$ cat src/verilog/tpd_pkg.sv
// Package of the timer-based pulse-width unit: register indices, field layout,
// reset values and the state carriers shared by the unit and its helpers.
// Assumes a single clock domain and a word-per-register bus map.
package tpd_pkg;

    // Clock figures: one instruction cycle is four clock periods.
    localparam int TOSC_NS = 20;
    localparam int CLKS_PER_INSTR = 4;

    // Register indices; the byte address is four times the index.
    localparam logic [7:0] IDX_NONE = 8'h00;
    localparam logic [7:0] IDX_INT_CTL = 8'h0B;
    localparam logic [7:0] IDX_IRQ_FLAGS = 8'h0C;
    localparam logic [7:0] IDX_COUNT = 8'h11;
    localparam logic [7:0] IDX_T2_CTL = 8'h12;
    localparam logic [7:0] IDX_DUTY_HIGH = 8'h15;
    localparam logic [7:0] IDX_SHADOW = 8'h16;
    localparam logic [7:0] IDX_CC_CTL = 8'h17;
    localparam logic [7:0] IDX_PORT_DIR = 8'h86;
    localparam logic [7:0] IDX_IRQ_EN = 8'h8C;
    localparam logic [7:0] IDX_PERIOD = 8'h92;

    // Values after reset.
    localparam logic [7:0] RST_INT_CTL = 8'h00;
    localparam logic [7:0] RST_IRQ = 8'h00;
    localparam logic [7:0] RST_COUNT = 8'h00;
    localparam logic [7:0] RST_T2_CTL = 8'h00;
    localparam logic [7:0] RST_DUTY = 8'h00;
    localparam logic [7:0] RST_CC_CTL = 8'h00;
    localparam logic [7:0] RST_PORT_DIR = 8'hFF;
    localparam logic [7:0] RST_PERIOD = 8'hFF;

    // Field positions and implemented-bit masks.
    localparam int T2_RUN_BIT = 2;
    localparam int T2_POST_LSB = 3;
    localparam int CC_DUTY_LSB = 4;
    localparam int CC_MODE_LSB = 2;
    localparam int PIN_DIR_BIT = 3;
    localparam int FLAG_TMR_BIT = 1;
    localparam logic [7:0] T2_CTL_MASK = 8'h7F;
    localparam logic [7:0] CC_CTL_MASK = 8'h3F;
    localparam logic [7:0] IRQ_MASK = 8'hF7;
    localparam logic [1:0] PWM_MODE = 2'b11;

    // Prescale selections and the last prescaler count of each.
    localparam logic [1:0] PRE_SEL_1 = 2'b00;
    localparam logic [1:0] PRE_SEL_4 = 2'b01;
    localparam logic [3:0] PRE_LAST_1 = 4'h0;
    localparam logic [3:0] PRE_LAST_4 = 4'h3;
    localparam logic [3:0] PRE_LAST_16 = 4'hF;
    localparam logic [1:0] Q_LAST = 2'h3;

    typedef struct packed {
        logic step;
        logic tick;
        logic [1:0] extNext;
    } tpd_phase_s;

    typedef struct packed {
        logic [1:0] qPhase;
        logic [3:0] preCnt;
    } tpd_pre_state_s;

    typedef struct packed {
        logic [7:0] intCtl;
        logic [7:0] irqFlags;
        logic [7:0] irqEn;
        logic [7:0] count;
        logic [7:0] t2Ctl;
        logic [7:0] dutyHigh;
        logic [7:0] shadow;
        logic [7:0] ccCtl;
        logic [7:0] portDir;
        logic [7:0] period;
        logic [1:0] latchLow;
        logic [3:0] postCnt;
        logic pinOut;
        logic hreadyout;
        logic hresp;
        logic [31:0] hrdata;
        logic dataWrite;
        logic [7:0] dataIdx;
    } tpd_state_s;

endpackage

$ cat src/verilog/tpd_pwm_top.sv
// Pulse-width unit on an 8-bit period timer, with its registers on AHB-Lite.
// Assumes a single clk_sys domain, a quiet bus while ce is low, and word accesses.
//
// Our own choice: the AHB-Lite interface to the registers.
`timescale 1ns/1ps
`default_nettype none
// Function
// - Duty is ten bits: high register gives top eight, control bits 5:4 give two.
// - Pulse high time equals duty times oscillator period times prescale factor.
// - Duty writes accepted anytime; copied to shadow only at period match.
// - In pulse-width mode software writes to the shadow register are ignored.
// - Shadow plus separate two-bit latch double-buffer the duty value.
// - Pin clears when shadow and latch equal count extended by two bits.
// - Duty longer than period never clears the pin; output stays high.
// - Timer prescale factors are 1, 4 and 16.
module tpd_pwm_top (
    input wire logic clk_sys,
    input wire logic rst_n,
    input wire logic ce,
    input wire logic hsel,
    input wire logic [31:0] haddr,
    input wire logic [1:0] htrans,
    input wire logic hwrite,
    input wire logic [2:0] hsize,
    input wire logic [31:0] hwdata,
    input wire logic hready,
    output logic [31:0] hrdata,
    output logic hreadyout,
    output logic hresp,
    output logic pwmOut,
    output logic pwmOutEnN
);
    tpd_pkg::tpd_state_s q;
    tpd_pkg::tpd_state_s d;
    tpd_pkg::tpd_phase_s phase;
    logic periodMatch;
    logic dutyMatch;
    logic pwmMode;
    logic timerRun;
    logic countWrite;
    logic ctlWrite;
    logic flagSet;
    logic accept;
    logic [7:0] addrIdx;
    logic [9:0] dutyFull;
    logic [7:0] wrData;

    // Reads a register from a state image; unmapped indices read as zero.
    function automatic logic [7:0] readReg(input logic [7:0] idx,
                                           input tpd_pkg::tpd_state_s s);
        logic [7:0] v;
        v = 8'h00;
        unique case (idx)
            tpd_pkg::IDX_INT_CTL: v = s.intCtl;
            tpd_pkg::IDX_IRQ_FLAGS: v = s.irqFlags & tpd_pkg::IRQ_MASK;
            tpd_pkg::IDX_COUNT: v = s.count;
            tpd_pkg::IDX_T2_CTL: v = s.t2Ctl & tpd_pkg::T2_CTL_MASK;
            tpd_pkg::IDX_DUTY_HIGH: v = s.dutyHigh;
            tpd_pkg::IDX_SHADOW: v = s.shadow;
            tpd_pkg::IDX_CC_CTL: v = s.ccCtl & tpd_pkg::CC_CTL_MASK;
            tpd_pkg::IDX_PORT_DIR: v = s.portDir;
            tpd_pkg::IDX_IRQ_EN: v = s.irqEn & tpd_pkg::IRQ_MASK;
            tpd_pkg::IDX_PERIOD: v = s.period;
            default: v = 8'h00;
        endcase
        readReg = v;
    endfunction

    assign pwmMode = (q.ccCtl[tpd_pkg::CC_MODE_LSB +: 2] == tpd_pkg::PWM_MODE);
    assign timerRun = q.t2Ctl[tpd_pkg::T2_RUN_BIT];
    assign dutyFull = {q.dutyHigh, q.ccCtl[tpd_pkg::CC_DUTY_LSB +: 2]};
    assign countWrite = ce && q.dataWrite && (q.dataIdx == tpd_pkg::IDX_COUNT);
    assign ctlWrite = ce && q.dataWrite && (q.dataIdx == tpd_pkg::IDX_CC_CTL);
    assign wrData = hwdata[7:0];
    assign accept = hsel && htrans[1] && hready;
    assign addrIdx = (haddr[31:10] == 22'h0) ? haddr[9:2] : tpd_pkg::IDX_NONE;
    assign flagSet = periodMatch && (q.postCnt == q.t2Ctl[tpd_pkg::T2_POST_LSB +: 4]);

    tpd_prescaler u_prescaler (
        .clk_sys(clk_sys),
        .rst_n(rst_n),
        .ce(ce),
        .run(timerRun),
        .clear(countWrite),
        .sel(q.t2Ctl[1:0]),
        .phase(phase)
    );

    tpd_duty_match u_duty_match (
        .count(q.count),
        .period(q.period),
        .shadow(q.shadow),
        .latchLow(q.latchLow),
        .phase(phase),
        .periodMatch(periodMatch),
        .dutyMatch(dutyMatch)
    );

    always_comb begin
        d = q;
        // Timer count and postscaler.
        if (phase.tick) begin
            d.count = periodMatch ? 8'h00 : q.count + 8'h01;
        end
        if (periodMatch) begin
            d.postCnt = flagSet ? 4'h0 : q.postCnt + 4'h1;
        end
        // Double buffer: both halves of the duty value move together at the match.
        if (periodMatch) begin
            d.shadow = q.dutyHigh;
            d.latchLow = q.ccCtl[tpd_pkg::CC_DUTY_LSB +: 2];
            d.pinOut = (dutyFull != 10'h000);
        end else if (dutyMatch) begin
            d.pinOut = 1'b0;
        end
        if (!pwmMode) begin
            d.pinOut = 1'b0;
        end
        // Data phase of a write.
        if (q.dataWrite) begin
            unique case (q.dataIdx)
                tpd_pkg::IDX_INT_CTL: d.intCtl = wrData;
                tpd_pkg::IDX_IRQ_FLAGS: d.irqFlags = wrData & tpd_pkg::IRQ_MASK;
                tpd_pkg::IDX_COUNT: d.count = wrData;
                tpd_pkg::IDX_T2_CTL: d.t2Ctl = wrData & tpd_pkg::T2_CTL_MASK;
                tpd_pkg::IDX_DUTY_HIGH: d.dutyHigh = wrData;
                tpd_pkg::IDX_SHADOW: begin
                    if (!pwmMode) begin
                        d.shadow = wrData;
                    end
                end
                tpd_pkg::IDX_CC_CTL: d.ccCtl = wrData & tpd_pkg::CC_CTL_MASK;
                tpd_pkg::IDX_PORT_DIR: d.portDir = wrData;
                tpd_pkg::IDX_IRQ_EN: d.irqEn = wrData & tpd_pkg::IRQ_MASK;
                tpd_pkg::IDX_PERIOD: d.period = wrData;
                default: begin
                end
            endcase
        end
        // A timer match in the same cycle as a software clear keeps the flag set.
        if (flagSet) begin
            d.irqFlags[tpd_pkg::FLAG_TMR_BIT] = 1'b1;
        end
        // Address phase; read data is taken from the next-state image so that a
        // read right behind a write returns the written value.
        d.hreadyout = 1'b1;
        d.hresp = 1'b0;
        d.dataWrite = accept && hwrite;
        d.dataIdx = accept ? addrIdx : tpd_pkg::IDX_NONE;
        if (accept && !hwrite) begin
            d.hrdata = {24'h0, readReg(addrIdx, d)};
        end
        if (!ce) begin
            d = q;
        end
    end

    always_ff @(posedge clk_sys) begin
        if (!rst_n) begin
            q.intCtl <= tpd_pkg::RST_INT_CTL;
            q.irqFlags <= tpd_pkg::RST_IRQ;
            q.irqEn <= tpd_pkg::RST_IRQ;
            q.count <= tpd_pkg::RST_COUNT;
            q.t2Ctl <= tpd_pkg::RST_T2_CTL;
            q.dutyHigh <= tpd_pkg::RST_DUTY;
            q.shadow <= tpd_pkg::RST_DUTY;
            q.ccCtl <= tpd_pkg::RST_CC_CTL;
            q.portDir <= tpd_pkg::RST_PORT_DIR;
            q.period <= tpd_pkg::RST_PERIOD;
            q.latchLow <= 2'h0;
            q.postCnt <= 4'h0;
            q.pinOut <= 1'b0;
            q.hreadyout <= 1'b1;
            q.hresp <= 1'b0;
            q.hrdata <= 32'h0;
            q.dataWrite <= 1'b0;
            q.dataIdx <= tpd_pkg::IDX_NONE;
        end else begin
            q <= d;
        end
    end

    assign hrdata = q.hrdata;
    assign hreadyout = q.hreadyout;
    assign hresp = q.hresp;
    assign pwmOut = q.pinOut;
    // Software clears the direction bit before starting the timer.
    assign pwmOutEnN = q.portDir[tpd_pkg::PIN_DIR_BIT];
endmodule // tpd_pwm_top
`default_nettype wire

$ cat src/verilog/tpd_prescaler.sv
// Quarter-phase counter and 1/4/16 prescaler that pace the period timer.
// Assumes run, sel and clear are synchronous to clk_sys.
`timescale 1ns/1ps
`default_nettype none
module tpd_prescaler (
    input wire logic clk_sys,
    input wire logic rst_n,
    input wire logic ce,
    input wire logic run,
    input wire logic clear,
    input wire logic [1:0] sel,
    output tpd_pkg::tpd_phase_s phase
);
    tpd_pkg::tpd_pre_state_s q;
    tpd_pkg::tpd_pre_state_s d;
    logic [3:0] lastCnt;

    always_comb begin
        d = q;
        if (sel == tpd_pkg::PRE_SEL_1) begin
            lastCnt = tpd_pkg::PRE_LAST_1;
        end else if (sel == tpd_pkg::PRE_SEL_4) begin
            lastCnt = tpd_pkg::PRE_LAST_4;
        end else begin
            lastCnt = tpd_pkg::PRE_LAST_16;
        end
        if (run) begin
            d.qPhase = q.qPhase + 2'h1;
            if (q.qPhase == tpd_pkg::Q_LAST) begin
                d.preCnt = (q.preCnt == lastCnt) ? 4'h0 : q.preCnt + 4'h1;
            end
        end
        if (clear) begin
            d = '0;
        end
        // The two extension bits step once per oscillator period times the prescale.
        phase.tick = ce && run && !clear && (q.qPhase == tpd_pkg::Q_LAST) && (q.preCnt == lastCnt);
        if (sel == tpd_pkg::PRE_SEL_1) begin
            phase.step = ce && run && !clear;
            phase.extNext = d.qPhase;
        end else if (sel == tpd_pkg::PRE_SEL_4) begin
            phase.step = ce && run && !clear && (q.qPhase == tpd_pkg::Q_LAST);
            phase.extNext = d.preCnt[1:0];
        end else begin
            phase.step = ce && run && !clear && (q.qPhase == tpd_pkg::Q_LAST)
                && (q.preCnt[1:0] == 2'h3);
            phase.extNext = d.preCnt[3:2];
        end
        if (!ce) begin
            d = q;
        end
    end

    always_ff @(posedge clk_sys) begin
        if (!rst_n) begin
            q <= '0;
        end else begin
            q <= d;
        end
    end
endmodule // tpd_prescaler
`default_nettype wire

$ cat src/verilog/tpd_duty_match.sv
// Period and duty comparators of the pulse-width unit.
// Assumes all inputs come from registers of the same clock domain.
`timescale 1ns/1ps
`default_nettype none
module tpd_duty_match (
    input wire logic [7:0] count,
    input wire logic [7:0] period,
    input wire logic [7:0] shadow,
    input wire logic [1:0] latchLow,
    input wire tpd_pkg::tpd_phase_s phase,
    output logic periodMatch,
    output logic dutyMatch
);
    logic [9:0] fineNext;

    function automatic logic fineEq(input logic [9:0] a, input logic [9:0] b);
        fineEq = (a == b);
    endfunction

    always_comb begin
        periodMatch = phase.tick && (count == period);
        if (phase.tick) begin
            fineNext = {periodMatch ? 8'h00 : count + 8'h01, 2'b00};
        end else begin
            fineNext = {count, phase.extNext};
        end
        // The pin falls at the edge where the fine count reaches the duty value.
        dutyMatch = phase.step && !periodMatch && fineEq(fineNext, {shadow, latchLow});
    end

endmodule // tpd_duty_match
`default_nettype wire

$ cat config.mk
export PLATFORM = sky130hd
export DESIGN_NAME = tpd_pwm_top
export DESIGN_NICKNAME = d
export VERILOG_FILES = /design/src/verilog/tpd_pkg.sv /design/src/verilog/tpd_pwm_top.sv /design/src/verilog/tpd_prescaler.sv /design/src/verilog/tpd_duty_match.sv
export SDC_FILE = /design/constraint.sdc
export NUM_CORES = 1
export LEC_CHECK = 0
export BUFFER_PORTS_ARGS = -buffer_cell sky130_fd_sc_hd__buf_2
export CORE_ASPECT_RATIO = 0.75
export CORE_MARGIN = 3
export CORE_UTILIZATION = 40
export CTS_BUF_LIST = sky130_fd_sc_hd__clkbuf_16
export CTS_CLUSTER_DIAMETER = 60
export DETAILED_ROUTE_END_ITERATION = 16
export PLACE_DENSITY = 0.62
export SYNTH_ARGS = -nofsm -noshare
export SYNTH_HDL_FRONTEND = slang
export SYNTH_SLANG_ARGS = --single-unit
$ cat constraint.sdc
create_clock -name clk_sys -period 6.5 [get_ports clk_sys]
set_input_delay 0 -clock clk_sys [delete_from_list [all_inputs] [get_ports clk_sys]]
set_output_delay 0 -clock clk_sys [all_outputs]
set_load 0.03 [all_outputs]
==> impl_metrics.yaml, run 1 <==
run_status:
  status: "complete, no violations"
critical_path:
  path_class: "flip-flop to flip-flop"
  critical_path_required_ps: 6710
  max_stage_delay_ps: 900
  crit_path_cell_trace: "nor4bb_1, a31oi_1, o21a_1, and2_1, a221oi_1, o2111ai_1, nor4_1, a31oi_1"
  cp_top_family: "simple AND/OR/NAND/NOR gates"
  path_max_fanout: 18
  arrival_ps: 4000
  path_buf_inv: 0
  worstSetupEndpointType: "flip-flop"
  start_kind: "flip-flop"
  crit_slowest_cell: "nor4bb_1"
  cp_common_cell: "a31oi_1"
finish:
  multi_input_area_sq_mm: 0.004302
  area_delta_synth_final_pct: 6.923
  instances_no_fill: 1097
  nets: 961
  fillCellCount: 1686
  final_common_cell: "dfxtp_1"
  final_cell_mix: "dfxtp_1, mux2i_1, nand2_1"
  layout-drive-gt1-share_pct: 10.71
  layout.area.seq_sq_mm: 0.002102
  antennaDiodeCount: 0
power:
  p_seq_share_pct: 50.6
  p_clk_share_pct: 41.7
  peakVddDrop_uv: 103.7
  power.leakage_nw: 2.962
  p_sw_share_pct: 27.10
  internal_power_uw: 930.8
  combPwrFrac_pct: 7.7
  pwr_density_cell_mw_per_mm2: 173.4
  p_switching_uw: 346.0
grt:
  track_usage_pct: 22.34
  grt_pass1_wl_um: 32980
  grt-ovfl-total: 0
  grt_max_degree: 73
  antenna_found_initial: 0
  grt_pass1_vias: 5749
clock_tree:
  cts_resized: 0
  post_cts_buffers: 0
  clkLatencyLatePin_ps: 350
  h-tree-depth: 3
  cts_tree: "yes"
  cts-root-buf: "clkbuf_16"
  numCtsBuffers: 9
  clk_pin_slew_ps: 70
  clock_sinks: 105
  cts_hold_buf: 4
  clockBufferDepth: 2
timing:
  relSlewSlack_pct: 31.46
  skew_ps: 5.477
  max_freq_mhz: 264.2
  hold_viol: 0
  setup_slack_ps: 2716
  worst_pin_slew_ps: 1014
  grt_setup_unrepaired: "false"
  fin_crit_sh_pct: 58.22
  setup_viol: 0
  period_needed_ps: 3784
  fin_tns_setup_ps: 0
  slew_viol_final: 0
floorplanning:
  fp.dieArea_sq_mm: 0.01884
  ioPinCount: 111
  rows: 40
  core_sq_mm: 0.01642
  start_util_pct: 41.94
  die_y_um: 119.6
  die_x_um: 157.5
detailed_routing:
  ant_nets: 0
  viasPerCell: 5.896
  first_pass_iters: 5
  detail_route.wl_per_cell_um: 19.62
  routed_wirelength_um: 21530
  drc: 0
  drt_iter0_markers: 805
  vias: 6468
synth:
  syn_inst: 884
  synthSimpleGateAreaFrac_pct: 25.22
  synth_compound_gate_area_share_pct: 17.46
  syn_area_per_cell_sq_um: 7.789
  synth-adder-area-share_pct: 0.7269
  synth_edf_count: 0
  muxShareOfSynthArea_pct: 14.59
  yosysSeqAreaShare_pct: 30.53
  synth-main-ff-cell: "dfxtp_1"
  synth_top_family_by_area: "simple AND/OR/NAND/NOR gates"
  synthesis.area_sq_mm: 0.006885
  synth_warnings: 0
  synth_cell_types: 79
  ys_seq_elements: 105
  synth_xor_xnor_area_share_pct: 3.053
  async_flop_share_pct: 0
placement:
  dp_cells: 1077
  place_congestion: 0.9238
  place.port_buffers: 54
  pre_cts_slack_ps: 2817
  place_hpwl_um: 15200
min_path:
  hold_path.class: "primary input to flip-flop"
job:
  max_cap_viol_count: 0
area by class of cell:
type / instances / area share, %
clock buffers: 9 / 3.059
clock inverters: 7 / 0.6968
inverters: 11 / 0.5608
multi-input cells: 688 / 58.43
flip-flops and latches: 105 / 28.55
well taps: 210 / 3.569
repair buffers: 67 / 5.133
power groups by stage:
| stage | clock [mW] | sequential, mW | combinational [mW] |
|---|---|---|---|
| after floorplan | 0 | 0.660 | 0.0762 |
| after global placement | 0 | 0.661 | 0.0956 |
| after detailed placement | 0 | 0.661 | 0.0953 |
| after CTS | 0.534 | 0.646 | 0.0973 |
| after global routing | 0.562 | 0.646 | 0.106 |
| final | 0.532 | 0.646 | 0.0989 |
synth_stat cells, types with 6 or more instances:
cell,count,area share [%]
a211oi_1,6,0.65
o21ai_0,37,2.7
nand3_1,45,3.3
dfxtp_1,105,31
buf_2,9,0.65
a22oi_1,6,0.65
clkbuf_1,58,3.2
nor2b_1,15,1.4
inv_1,10,0.55
nand2b_1,10,0.91
nor2_1,86,4.7
nor3_1,21,1.5
nand4_1,11,1.0
buf_4,34,3.7
o2111ai_1,6,0.76
a21oi_1,57,4.1
o22ai_1,23,2.1
and3_1,10,0.91
and2_1,7,0.64
nand2_1,90,4.9
or3_1,10,0.91
mux2i_1,97,14
xnor2_1,9,1.1
xor2_1,15,1.9
nor4_1,12,1.1
stage by stage:
step	power, mW	hold WS [ps]	utilization (%)	area, sq um
after floorplan	0.7367	139.1	-	6975
after CTS	1.277	5.550	44.85	7362
after detailed placement	0.7566	284.2	42.92	7046
final	1.277	11.04	44.85	7362
after global routing	1.314	44.37	44.85	7362
after global placement	0.7567	276.0	42.92	7046
flip-flops by register name (all words and copies together) (netlist names):
name and cells:
pwmOut 1, pwmOutEnN 1, dutyFull 10, q 79
u_prescaler.q 6, hrdata 8
per-layer routing:
metal,GRT usage (%),share of wire (%),up-vias
met3,4.939,11,29
li1,-,-,3122
met1,35.56,48,2969
met2,30.04,40,348
met4,4.986,1.3,0
met5,0,0,-
tightest hold or removal path: stages:
cell	delay (ps)
buf_2	170
a21oi_1	80
nor2_1	70
final timing paths:
path                            start  cells after the start                  end  slack (ps)
setup / recovery    q[7]$_SDFFE_PN0P_                      8  pwmOut$_SDFFE_PN0P_        2720
hold / removal               haddr[3]                      3    q[1]$_SDFFE_PN0P_          10
setup reg to reg    q[7]$_SDFFE_PN0P_                      8  pwmOut$_SDFFE_PN0P_        2720
hold reg to reg   q[115]$_SDFFE_PN0P_                      2  q[115]$_SDFFE_PN0P_         450
cell families after synthesis:
family / count (synthesis)
buf+inv: 115
flops: 105
compound gates: 186
mux: 100
other cells: 2
xor+xnor: 24
fa+ha+maj: 4
simple gates: 348
No activity file was read; power rests on OpenSTA's default activity.
==> run 2: changes to the inputs <==
==> constraint.sdc (replaced) <==
create_clock -name clk_sys -period 3.8 [get_ports clk_sys]
set_input_delay 0 -clock clk_sys [delete_from_list [all_inputs] [get_ports clk_sys]]
set_output_delay 0 -clock clk_sys [all_outputs]
set_load 0.03 [all_outputs]
==> impl_metrics.yaml, run 2 (synthesis gave the netlist of run 1 again) <==
critical_path:
  start_kind: "flip-flop"
  path_class: "flip-flop to flip-flop"
  worstSetupEndpointType: "flip-flop"
  critical_path_required_ps: 4010
  arrival_ps: 3350
  path_max_fanout: 9
timing:
  hold_viol: 0
  slew_viol_final: 0
  worst_pin_slew_ps: 835.6
  relSlewSlack_pct: 43.86
  fin_crit_sh_pct: 82.60
  skew_ps: 8.383
  fin_tns_setup_ps: 0
  period_needed_ps: 3139
  setup_viol: 0
  grt_setup_unrepaired: "false"
  max_freq_mhz: 318.6
power:
  p_clk_share_pct: 44.2
  peakVddDrop_uv: 200.5
  p_switching_uw: 571.2
  p_sw_share_pct: 24.98
  p_seq_share_pct: 48.3
  power.leakage_nw: 3.033
  pwr_density_cell_mw_per_mm2: 305.9
  internal_power_mw: 1.715
  combPwrFrac_pct: 7.5
placement:
  place_hpwl_um: 15690
  placed_area_sq_mm: 0.007113
  place.port_buffers: 54
  place_congestion: 0.9092
detailed_routing:
  met2_length_um: 8755
  vias: 6539
  drt_iter0_markers: 748
  routed.top_layer: "met4"
  wl_met1_um: 10790
  first_pass_iters: 7
  viasPerCell: 5.907
  routed_wirelength_um: 21950
  ant_nets: 0
  wl_met3_um: 2085
  detail_route.wl_per_cell_um: 19.83
  drc: 0
clock_tree:
  clkLatencyLatePin_ps: 360
  cts_tree: "yes"
  clk_pin_slew_ps: 70
  numCtsBuffers: 9
  h-tree-depth: 3
  clock_sinks: 105
  cts_resized: 0
  clockBufferDepth: 2
  cts-root-buf: "clkbuf_16"
grt:
  track_usage_pct: 22.47
  antenna_found_initial: 0
  grt_pass1_vias: 5643
  grt_pass1_wl_um: 32880
  grt_max_degree: 72
  grt-ovfl-total: 0
min_path:
  hold_path.class: "primary input to flip-flop"
floorplanning:
  rows: 40
  ioPinCount: 111
  fp.dieArea_sq_mm: 0.01884
  core_sq_mm: 0.01642
  die_y_um: 119.6
  start_util_pct: 41.94
  die_x_um: 157.5
finish:
  fillCellCount: 1705
  top_register: "q"
  area_delta_synth_final_pct: 8.577
  final_cell_mix: "dfxtp_1, mux2i_1, nand2_1"
  largest_register_ffs: 79
  nets: 971
  final_area_sq_mm: 0.007476
  antennaDiodeCount: 0
  final_common_cell: "dfxtp_1"
  layout-drive-gt1-share_pct: 11.37
job:
  max_cap_viol_count: 0
run_status:
  status: "complete, no violations"
## run 2: stage by stage
| stage | utilization [%] | hold slack, ps | cells | worst slack, ps | total power [mW] |
|---|---|---|---|---|---|
| after floorplan | - | 139.1 | 908 | 1376 | 1.260 |
| after global placement | 43.33 | 274.6 | 1086 | 820.4 | 1.295 |
| after detailed placement | 43.33 | 285.4 | 1086 | 841.8 | 1.295 |
| after CTS | 45.54 | 2.715 | 1107 | 822.1 | 2.292 |
| after global routing | 45.54 | 45.80 | 1107 | 509.2 | 2.344 |
| final | 45.54 | 16.49 | 1107 | 661.3 | 2.287 |
## run 2: layout make-up
type | instances | area [sq um] | share of cell area, %
Timing Repair Buffer | 77 | 455.4 | 6.092
Clock inverter | 7 | 87.58 | 1.172
Sequential cell | 105 | 2102 | 28.12
Clock buffer | 9 | 225.2 | 3.013
Multi-Input combinational cell | 688 | 4302 | 57.54
Inverter | 11 | 41.29 | 0.5523
Tap cell | 210 | 262.8 | 3.515
## run 2: per-layer routing
| layer | vias to the layer above | GRT usage [%] |
|---|---|---|
| met3 | 27 | 5.804 |
| met5 | - | 0 |
| met1 | 3099 | 34.83 |
| met4 | 0 | 4.770 |
| met2 | 284 | 30.84 |
| li1 | 3129 | - |
## run 2: worst paths after layout
kind / startpoint / slack, ps / endpoint / depth (start not counted)
worst max register to register: q[5]$_SDFFE_PN0P_ / 660 / hrdata[2]$_SDFFE_PN0P_ / 7
worst max-delay path: q[5]$_SDFFE_PN0P_ / 660 / hrdata[2]$_SDFFE_PN0P_ / 7
worst min register to register: q[115]$_SDFFE_PN0P_ / 450 / q[115]$_SDFFE_PN0P_ / 2
worst min-delay path: haddr[3] / 20 / q[1]$_SDFFE_PN0P_ / 3
## run 2: power groups by stage
stage / registers (mW) / clock network [mW] / logic, mW
after detailed placement: 1.13 / 0 / 0.164
after floorplan: 1.13 / 0 / 0.130
final: 1.10 / 1.01 / 0.171
after global routing: 1.11 / 1.06 / 0.181
after CTS: 1.10 / 1.02 / 0.168
after global placement: 1.13 / 0 / 0.164
## run 2: timing repair
item                                   4_1_cts  5_1_grt
setup buffers                                0        0
endpoints found under the hold margin        5        0
hold buffers                                 5        0
## run 2: worst max-delay path, cell delays in order, from the launching register on
cell	delay (ps)
dfxtp_1	340
or3b_1	430
or4_1	770
mux2i_1	260
o22ai_1	110
a22o_1	250
nor4_1	670
o21ai_0	160
